File: config.mk
export PLATFORM = sky130hd
export DESIGN_NAME = eis_irq_ctrl
export DESIGN_NICKNAME = d
export VERILOG_FILES = /design/src/inc/eis_pkg.sv /design/src/verilog/eis_irq_ctrl.sv
export SDC_FILE = /design/constraint.sdc
export NUM_CORES = 1
export LEC_CHECK = 0
export ABC_AREA = 1
export BUFFER_PORTS_ARGS = -buffer_cell sky130_fd_sc_hd__buf_2
export CAP_MARGIN = 20
export CORE_MARGIN = 3
export CORE_UTILIZATION = 50
export CTS_CLUSTER_DIAMETER = 150
export DETAILED_ROUTE_END_ITERATION = 7
export PLACE_DENSITY = 0.8
export SYNTH_ARGS = -nofsm -noshare
export SYNTH_HDL_FRONTEND = slang
export SYNTH_SLANG_ARGS = --single-unit
File: constraint.sdc
create_clock -name core_clk -period 2.5 [get_ports core_clk]
set_clock_uncertainty 0.2 [all_clocks]
set_input_delay 0.125 -clock core_clk [delete_from_list [all_inputs] [get_ports core_clk]]
set_output_delay 0.125 -clock core_clk [all_outputs]
set_load 0.05 [all_outputs]
File: src/inc/eis_pkg.sv
package eis_pkg;

	// register byte offsets on the plain register port
	localparam logic [7:0]  ENABLE_OFS        = 8'h90;
	localparam logic [7:0]  PENDING_OFS       = 8'h92;
	localparam logic [7:0]  WAKE_CLEAR_OFS    = 8'hd4;
	localparam logic [7:0]  RAW_EVENT_OFS     = 8'hd6;

	localparam int unsigned ADDR_W            = 8;
	localparam int unsigned DATA_W            = 16;

	// bit positions shared by enable and pending registers
	localparam int unsigned LINK_CHANGE_BIT   = 15;
	localparam int unsigned TX_DONE_BIT       = 14;
	localparam int unsigned RX_FRAME_BIT      = 13;
	localparam int unsigned RX_OVERRUN_BIT    = 11;
	localparam int unsigned TX_STOPPED_BIT    = 9;
	localparam int unsigned RX_STOPPED_BIT    = 8;
	localparam int unsigned TX_SPACE_BIT      = 6;
	localparam int unsigned WAKE_FRAME_BIT    = 5;
	localparam int unsigned MAGIC_FRAME_BIT   = 4;
	localparam int unsigned LINKUP_WAKE_BIT   = 3;
	localparam int unsigned ENERGY_WAKE_BIT   = 2;
	localparam int unsigned RESERVED_EN_BIT   = 1;
	localparam int unsigned DELAYED_WAKE_BIT  = 0;

	// wake clear field of the power event control register
	localparam int unsigned WAKE_CLEAR_LSB    = 2;
	localparam int unsigned WAKE_CLEAR_MSB    = 5;
	localparam logic [3:0]  WAKE_CLR_FRAME    = 4'h8;
	localparam logic [3:0]  WAKE_CLR_MAGIC    = 4'h4;
	localparam logic [3:0]  WAKE_CLR_LINKUP   = 4'h2;
	localparam logic [3:0]  WAKE_CLR_ENERGY   = 4'h1;

	// reset values and masks
	localparam logic [15:0] ENABLE_RST        = 16'h0000;
	localparam logic [15:0] PENDING_RST       = 16'h0300;
	localparam logic [15:0] ENABLE_WMASK      = 16'hfffd;
	localparam logic [15:0] W1C_MASK          = 16'heb40;
	localparam logic [15:0] WAKE_MASK         = 16'h003c;
	localparam logic [15:0] IRQ_SRC_MASK      = 16'heb7c;

	typedef struct packed {
		logic              rd;
		logic              wr;
		logic [ADDR_W-1:0] addr;
		logic [DATA_W-1:0] wdata;
	} eis_bus_req_t;

	typedef struct packed {
		logic link_change;
		logic transmit_done;
		logic frame_received;
		logic receive_overrun;
		logic tx_process_stopped;
		logic rx_process_stopped;
		logic tx_space_available;
		logic wake_frame;
		logic magic_frame;
		logic linkup_wake;
		logic energy_wake;
		logic delayed_energy_wake;
	} eis_events_t;

	typedef struct packed {
		logic [DATA_W-1:0] enable;
		logic [DATA_W-1:0] pending;
		logic [DATA_W-1:0] event_prev;
		logic              delayed_held;
		logic [DATA_W-1:0] rdata;
		logic              irq;
	} eis_state_t;

endpackage : eis_pkg

File: src/verilog/eis_irq_ctrl.sv
`timescale 1ns/1ns

module eis_irq_ctrl
(
	input  wire logic                 core_clk,
	input  wire logic                 reset,
	input  wire eis_pkg::eis_bus_req_t bus_req,
	output logic [eis_pkg::DATA_W-1:0] bus_rdata,
	input  wire eis_pkg::eis_events_t  events,
	input  wire logic                 host_ready,
	output logic                      host_irq_n
);

	eis_pkg::eis_state_t state_reg;
	eis_pkg::eis_state_t state_next;

	logic [eis_pkg::DATA_W-1:0] event_raw;
	logic [eis_pkg::DATA_W-1:0] event_rise;

	// address match, shared by write and read decoding
	function automatic logic eis_hit
	(
		input logic [eis_pkg::ADDR_W-1:0] addr,
		input logic [eis_pkg::ADDR_W-1:0] ofs
	);
		eis_hit = (addr == ofs);
	endfunction : eis_hit

	// places each event source at its enable bit position
	function automatic logic [eis_pkg::DATA_W-1:0] eis_event_vector
	(
		input eis_pkg::eis_events_t ev
	);
		logic [eis_pkg::DATA_W-1:0] v;
		v = 16'h0000;
		v[eis_pkg::LINK_CHANGE_BIT]  = ev.link_change;
		v[eis_pkg::TX_DONE_BIT]      = ev.transmit_done;
		v[eis_pkg::RX_FRAME_BIT]     = ev.frame_received;
		v[eis_pkg::RX_OVERRUN_BIT]   = ev.receive_overrun;
		v[eis_pkg::TX_STOPPED_BIT]   = ev.tx_process_stopped;
		v[eis_pkg::RX_STOPPED_BIT]   = ev.rx_process_stopped;
		v[eis_pkg::TX_SPACE_BIT]     = ev.tx_space_available;
		v[eis_pkg::WAKE_FRAME_BIT]   = ev.wake_frame;
		v[eis_pkg::MAGIC_FRAME_BIT]  = ev.magic_frame;
		v[eis_pkg::LINKUP_WAKE_BIT]  = ev.linkup_wake;
		v[eis_pkg::ENERGY_WAKE_BIT]  = ev.energy_wake;
		v[eis_pkg::DELAYED_WAKE_BIT] = ev.delayed_energy_wake;
		eis_event_vector = v;
	endfunction : eis_event_vector

	// one-hot wake clear code to the pending bits it clears
	function automatic logic [eis_pkg::DATA_W-1:0] eis_wake_clear
	(
		input logic [3:0] code
	);
		logic [eis_pkg::DATA_W-1:0] c;
		c = 16'h0000;
		case (code)
			eis_pkg::WAKE_CLR_FRAME:
			begin
				c[eis_pkg::WAKE_FRAME_BIT] = 1'b1;
			end
			eis_pkg::WAKE_CLR_MAGIC:
			begin
				c[eis_pkg::MAGIC_FRAME_BIT] = 1'b1;
			end
			eis_pkg::WAKE_CLR_LINKUP:
			begin
				c[eis_pkg::LINKUP_WAKE_BIT] = 1'b1;
			end
			eis_pkg::WAKE_CLR_ENERGY:
			begin
				c[eis_pkg::ENERGY_WAKE_BIT] = 1'b1;
			end
			// any code that is not one-hot clears nothing
			default:
			begin
				c = 16'h0000;
			end
		endcase
		eis_wake_clear = c;
	endfunction : eis_wake_clear

	assign event_raw = eis_event_vector(events);

	// event sources are same-clock levels; only a rising edge sets a bit
	genvar gi;
	generate
		for (gi = 0; gi < eis_pkg::DATA_W; gi++)
		begin : g_edge
			assign event_rise[gi] = event_raw[gi] & ~state_reg.event_prev[gi];
		end
	endgenerate

	always_comb
	begin
		logic [eis_pkg::DATA_W-1:0] set_bits;
		logic [eis_pkg::DATA_W-1:0] clr_bits;
		logic                       wr_enable;
		logic                       wr_pending;
		logic                       wr_wake;
		logic                       delayed_rise;
		logic                       delayed_release;

		set_bits        = 16'h0000;
		clr_bits        = 16'h0000;
		wr_enable       = 1'b0;
		wr_pending      = 1'b0;
		wr_wake         = 1'b0;
		delayed_rise    = 1'b0;
		delayed_release = 1'b0;

		state_next            = state_reg;
		state_next.event_prev = event_raw;

		wr_enable  = bus_req.wr & eis_hit(bus_req.addr, eis_pkg::ENABLE_OFS);
		wr_pending = bus_req.wr & eis_hit(bus_req.addr, eis_pkg::PENDING_OFS);
		wr_wake    = bus_req.wr & eis_hit(bus_req.addr, eis_pkg::WAKE_CLEAR_OFS);

		// reserved positions 12, 10, 7 are kept; bit 1 is never written
		if (wr_enable)
		begin
			state_next.enable = bus_req.wdata & eis_pkg::ENABLE_WMASK;
		end

		// plain edge events land on their own positions
		set_bits = event_rise & eis_pkg::IRQ_SRC_MASK;

		// energy edge counts as immediate only while the delayed mode is off
		if (state_reg.enable[eis_pkg::DELAYED_WAKE_BIT])
		begin
			set_bits[eis_pkg::ENERGY_WAKE_BIT] = 1'b0;
		end

		// delayed energy event waits until the host side can take accesses
		delayed_rise = event_rise[eis_pkg::DELAYED_WAKE_BIT] & state_reg.enable[eis_pkg::DELAYED_WAKE_BIT];
		if (delayed_rise)
		begin
			state_next.delayed_held = 1'b1;
		end
		delayed_release = (state_reg.delayed_held | delayed_rise) & host_ready;
		if (delayed_release)
		begin
			set_bits[eis_pkg::ENERGY_WAKE_BIT] = 1'b1;
			state_next.delayed_held            = 1'b0;
		end

		// write-one-to-clear on the non-wake bits 15, 14, 13, 11, 9, 8, 6 only; zeros leave bits alone
		if (wr_pending)
		begin
			clr_bits = bus_req.wdata & eis_pkg::W1C_MASK;
		end

		// wake bits ignore the pending register and clear from the control write
		if (wr_wake)
		begin
			clr_bits = clr_bits | eis_wake_clear(bus_req.wdata[eis_pkg::WAKE_CLEAR_MSB:eis_pkg::WAKE_CLEAR_LSB]);
		end

		// a set in the same cycle as its clear wins, so no event is lost
		state_next.pending = ((state_reg.pending & ~clr_bits) | set_bits) & eis_pkg::IRQ_SRC_MASK;

		// irq from next state so the pin moves in the same cycle as the flags
		state_next.irq = |(state_next.pending & state_next.enable & eis_pkg::IRQ_SRC_MASK);

		// reads return the value held before this cycle's write; nothing clears
		state_next.rdata = 16'h0000;
		if (bus_req.rd)
		begin
			if (eis_hit(bus_req.addr, eis_pkg::ENABLE_OFS))
			begin
				state_next.rdata = state_reg.enable;
			end
			else if (eis_hit(bus_req.addr, eis_pkg::PENDING_OFS))
			begin
				state_next.rdata = state_reg.pending;
			end
			else if (eis_hit(bus_req.addr, eis_pkg::RAW_EVENT_OFS))
			begin
				state_next.rdata                                = state_reg.event_prev;
				state_next.rdata[eis_pkg::RESERVED_EN_BIT]      = state_reg.delayed_held;
			end
			else
			begin
				state_next.rdata = 16'h0000;
			end
		end
	end

	always_ff @(posedge core_clk)
	begin
		if (reset)
		begin
			state_reg.enable       <= eis_pkg::ENABLE_RST;
			state_reg.pending      <= eis_pkg::PENDING_RST;
			state_reg.event_prev   <= 16'h0000;
			state_reg.delayed_held <= 1'b0;
			state_reg.rdata        <= 16'h0000;
			state_reg.irq          <= 1'b0;
		end
		else
		begin
			state_reg <= state_next;
		end
	end

	assign bus_rdata  = state_reg.rdata;
	// pin is active low, as a host interrupt line usually is
	assign host_irq_n = ~state_reg.irq;

endmodule : eis_irq_ctrl

# [Yosys cells after proc, flatten, opt, wreduce, memory -nomap -nowiden]
# Index checks and enable logic that the tools add are counted.
[word_totals] regBits=66 input_bits=41 out_inout_bits=17
[classes] eq_ne=8 n_mux=18 bitwise_logic=37 reduce_logical=3
[ops] op="$mux 16" count=6
[ops] op="$and 16x16->16" count=2
[ops] op="$eq 8x8->1 const B" count=4
[ops] op="$or 16x16->16" count=2
[ops] op="$and 1x1->1" count=17
[ops] op="$not 16->16" count=1
[ops] op="$not 1->1" count=14
[ops] op="$reduce_or 11->1" count=1
[ops] op="$mux 1" count=10
[ops] op="$mux 10" count=1
[ops] op="$eq 4x1->1 const B" count=1
[ops] op="$eq 4x2->1 const B" count=1
[ops] op="$eq 4x3->1 const B" count=1
[ops] op="$eq 4x4->1 const B" count=1
[ops] op="$reduce_or 2->1" count=2
[ops] op="$mux 2" count=1
[ops] op="$or 1x1->1" count=1

# [Depth between registers and ports, before layout]
[logic_depth] depth_word=10 ltp_mapped=13 ltp_nobuf=13

# [Worst setup path after synthesis]
# No wires, ideal clock.
[synth_timing] kind="input to register" from="in bus_req[22] in the netlist's numbering" to="reg state_reg[0] in the netlist's numbering" t_arrival_ns=1.147 required_ns=2.191 setup_slack_ns=1.043 cell_stages=13 path_cell_list="inv_1 -> nand2_1 -> nor2_8 -> nand3_4 -> buf_6 -> nand2_2 -> o21ai_2 -> nand2_1 -> nand2_1 -> nor2_1 -> nand3_1 -> nand2_1 -> inv_1"
[synth_via] elab_chain_cells=10
[synth_rtl] element="start: declaration" line_no="eis_irq_ctrl.sv:7" rtl="input wire eis_pkg::eis_bus_req_t bus_req,"
[synth_rtl] element="$eq 8x8->1" line_no="eis_irq_ctrl.sv:26" rtl="eis_hit = (addr == ofs);"
[synth_rtl] element="$and 1x1->1" line_no="eis_irq_ctrl.sv:117" rtl="wr_pending = bus_req.wr & eis_hit(bus_req.addr, eis_pkg::PENDING_OFS);"
[synth_rtl] element="$mux 16" line_no="eis_irq_ctrl.sv:149" rtl="if (wr_pending)"
[synth_rtl] element="$or 16x16->16" line_no="eis_irq_ctrl.sv:157" rtl="clr_bits = clr_bits | eis_wake_clear(bus_req.wdata[eis_pkg::WAKE_CLEAR_MSB:eis_pkg::WAKE_CLEAR_LSB]);"
[synth_rtl] element="$mux 16" line_no="eis_irq_ctrl.sv:155" rtl="if (wr_wake)"
[synth_rtl] element="$not 16->16" line_no="eis_irq_ctrl.sv:161" rtl="state_next.pending = ((state_reg.pending & ~clr_bits) | set_bits) & eis_pkg::IRQ_SRC_MASK;"
[synth_rtl] element="$and 16x16->16" line_no="eis_irq_ctrl.sv:161"
[synth_rtl] element="$or 16x16->16" line_no="eis_irq_ctrl.sv:161"
[synth_rtl] element="$and 16x16->16 (*)" line_no="eis_irq_ctrl.sv:164" rtl="state_next.irq = |(state_next.pending & state_next.enable & eis_pkg::IRQ_SRC_MASK);"
[synth_rtl] element="$reduce_or 11->1 (*)" line_no="eis_irq_ctrl.sv:164"
[synth_rtl] element="end signal: assignment" line_no="eis_irq_ctrl.sv:203" rtl="state_reg <= state_next;"
[synth_rtl] element="end: declaration" line_no="eis_irq_ctrl.sv:14" rtl="eis_pkg::eis_state_t state_reg;"
# Mark *: on every way between the ends. The rest lies on a longest branch, timed or not.
# A chain may end at the register's enable or synchronous reset.

# [Worst setup path in the final report]
[layout_timing] from="in bus_req[3] in the netlist's numbering" to="reg state_reg[0] in the netlist's numbering"
[layout_via] elab_chain_cells=10
[layout_rtl] element="$eq 4x1->1 (tied with other cells)" line_no="eis_irq_ctrl.sv:58" rtl="case (code)"
[layout_rtl] element="$mux 1" line_no="eis_irq_ctrl.sv:58"
[layout_rtl] element="$mux 1" line_no="eis_irq_ctrl.sv:155"
[layout_rtl] element="$or 16x16->16" line_no="eis_irq_ctrl.sv:157"
[layout_rtl] element="$mux 16" line_no="eis_irq_ctrl.sv:155"
[layout_rtl] element="$not 16->16" line_no="eis_irq_ctrl.sv:161"
[layout_rtl] element="$and 16x16->16" line_no="eis_irq_ctrl.sv:161"
[layout_rtl] element="$or 16x16->16" line_no="eis_irq_ctrl.sv:161"
[layout_rtl] element="$and 16x16->16 (*)" line_no="eis_irq_ctrl.sv:164"
[layout_rtl] element="$reduce_or 11->1 (*)" line_no="eis_irq_ctrl.sv:164"
# Mark *: on every way between the ends. The rest lies on a longest branch, timed or not. The select of a mux whose other input is x is not followed.

==> reports/qor.csv <==
stage,metric,value,unit
floorplanning,core area,0.00488,mm2
power,Leakage,1.56,nW
synthesis,"Top FF cell, synth",dfxtp_1,
sta,setup_tns,0,ns
floorplanning,total die area,0.00609,mm2
drt,drt drc,0,
clock_network,H-tree levels,2,
placement,Placer Congestion,0.852,
drt,drt first pass iters,4,
setup_path,CP Data Arrival Time,1.78,ns
finish,Area growth syn-to-layout,20.7,%
setup_path,Critical path destination,state_reg[0],
finish,nets@finish,471,
drt,Final ANT Viol Nets,0,
finish,number of diodes,0,
global_routing,gr ovfl total,0,
synthesis,Netlist cell types,30,
sta,crit path time final,1.76,ns
finish,multi-input logic area,0.00104,mm2
drt,DR vias,2335,
floorplanning,Die Span Y,78.0,um
synthesis,Mapped Area,0.00259,mm2
global_routing,vias in the first global route,2233,
placement,pre-CTS WS,0.510,ns
finish,FF/Latch Area,0.00112,mm2
drt,final WL,5.45,mm
synthesis,Synth area leader,dfxtp_1,
sta,FMAX,567,MHz
power,Peak VDD IR,0.326,mV
power,Cell Pwr Density,501,mW/mm2
sta,Least-Margin Pin Slew,0.633,ns
synthesis,Synth top cells by count,"nand2_1 (95), inv_1 (65), dfxtp_1 (56), nor2_1 (42), buf_4 (16)",
synthesis,top-count cell post-synth,nand2_1,
setup_path,worst setup path startpoint,bus_req[3],
drt,First DRT Iteration DRCs,150,
synthesis,Synth area leaders,"dfxtp_1 (43%), nand2_1 (14%), inv_1 (9.4%)",
synthesis,syn avg cell area,7.09,um2
power,Final Total Pwr,1.57,mW
setup_path,Critical Path RT,2.52,ns
sta,setup ws final,0.735,ns
drt,WL per Instance,10.9,um
placement,IO Port Bufs,56,
synthesis,post-synth top area share,0.432,
synthesis,register area share after synthesis,0.432,
clock_network,Clock Root Buffer,clkbuf_8,
sta,RSZ-0062 raised after global routing,no,
floorplanning,Starting Density,0.532,
outcome,status,"finished, final reports clean",
placement,HPWL after DPL,3.90,mm
setup_path,Critical Path End Type,flip-flop,
sta,final hold viol count,0,
global_routing,antenna violations before repair,0,
finish,max reg flops,40,
synthesis,post-synthesis register bit count,56,
flow_run,Max-Cap Viols,0,
setup_path,startpoint types,input port,
clock_network,number of clock sinks,56,
global_routing,All-Layer GR Usage,0.191,
drt,vias per cell,4.69,
synthesis,"Async S/R FF share, synth",0,
setup_path,Worst R2R Setup Slack,1.03,ns
setup_path,Reg2Reg Launch Point,state_reg[18],
synthesis,Cells after Synth,366,
global_routing,largest net degree at the start of global routing,36,
clock_network,clk_lat worst skew,0.31,ns
clock_network,CTS Buffer Depth,2,
floorplanning,Die X,78.0,um
sta,Setup Viol. Count Final,0,
clock_network,clk slew on worst S/H paths,0.10,ns
finish,fin area,0.00313,mm2
setup_path,FF-to-FF path depth,11,
synthesis,syn nets,407,
synthesis,Synthesis Warnings,0,
setup_path,R2R Path End,state_reg[0],
worst_hold_path,Hold Crit Class,in2reg,
setup_path,"Max FO, Critical Path",3,
finish,Filler cells,443,
clock_network,CTS buffer count,5,
clock_network,CTS tree,yes,
sta,Max Transition Viols Final,0,
placement,Placement Cell Area,0.00280,mm2
setup_path,WS Path Type,in2reg,
sta,Worst slew margin,0.578,
sta,Final Cycle Share,0.706,
synthesis,Post-synth EDFFs,0,
floorplanning,Top Ports,58,
finish,share of cells above drive strength 1,0.204,
global_routing,first-pass GRT wire length,9.38,mm
floorplanning,Cell Rows,25,
placed cells by master, fill, tap and decap left out, types with 3 or more instances in the layout:
master	n
nand2_1	95
inv_1	65
dfxtp_1	56
buf_2	56
nor2_1	42
dlygate4sd3_1	25
a21oi_1	15
o21ai_0	10
nand4_1	10
o21ai_2	6
nand3_1	6
o211ai_1	6
nand2_2	5
clkbuf_8	5
inv_2	4
nor3_1	4
o221ai_1	3
area by class of cell:
type / count / area share
repair buffers: 82 / 0.172
inverters: 70 / 0.0839
flip-flops and latches: 56 / 0.358
clock inverters: 3 / 0.00599
multi-input cells: 215 / 0.332
clock buffers: 5 / 0.0220
well taps: 67 / 0.0268
critical path, cell delays in order:
cell and delay (ns):
dlygate4sd3_1 0.53, buf_2 0.13, inv_1 0.10, nand2_1 0.08
nor3_1 0.13, nand2_1 0.08, nand2_1 0.07, nand2_1 0.05
nand2_1 0.06, nand2_1 0.07, nor2_1 0.13, nand3_1 0.11
nand2_1 0.07, inv_1 0.04
stage by stage:
stage          utilization  hold WS, ns  cells
2_1_floorplan            -      0.00115    366
3_3_place_gp         0.573        0.106    465
3_5_place_dp         0.573        0.113    465
4_1_cts              0.642       0.0193    498
5_1_grt              0.642       0.0402    498
6_report             0.642       0.0268    498
worst min path at each step:
stage | cells past startpoint | from | end
6_report | 5 | bus_req[2] | state_reg[52]
5_1_grt | 5 | bus_req[2] | state_reg[52]
4_1_cts | 5 | bus_req[2] | state_reg[52]
3_5_place_dp | 2 | host_ready | state_reg[17]
3_3_place_gp | 2 | host_ready | state_reg[17]
2_1_floorplan | 1 | host_ready | state_reg[17]
per-layer routing:
layer	vias to the layer above	track usage	part of all wire
met1	1029	0.229	0.45
li1	1234	-	-
met3	6	0.0344	0.050
met4	0	0.0559	0.012
met2	66	0.346	0.49
met5	-	0	0
where the power goes:
| group | switching [mW] | internal, mW | total [mW] |
|---|---|---|---|
| registers | 0.00869 | 0.914 | 0.922 |
| clock network | 0.285 | 0.196 | 0.481 |
| logic | 0.0914 | 0.0747 | 0.166 |
cells by family (layout without fill, tap and decap cells):
kind of cell / after synthesis / in the layout / synth area share
compound gates: 44 / 44 / 0.109
buf+inv: 95 / 160 / 0.167
flops: 56 / 56 / 0.432
simple gates: 171 / 171 / 0.291
timing repair:
item	in CTS	in global routing
setup buffers	0	0
endpoints found under the setup margin	0	0
hold buffers	25	0
gates resized for setup	0	0
hold endpoints to repair	36	0
No activity file was read; power rests on OpenSTA's default activity.
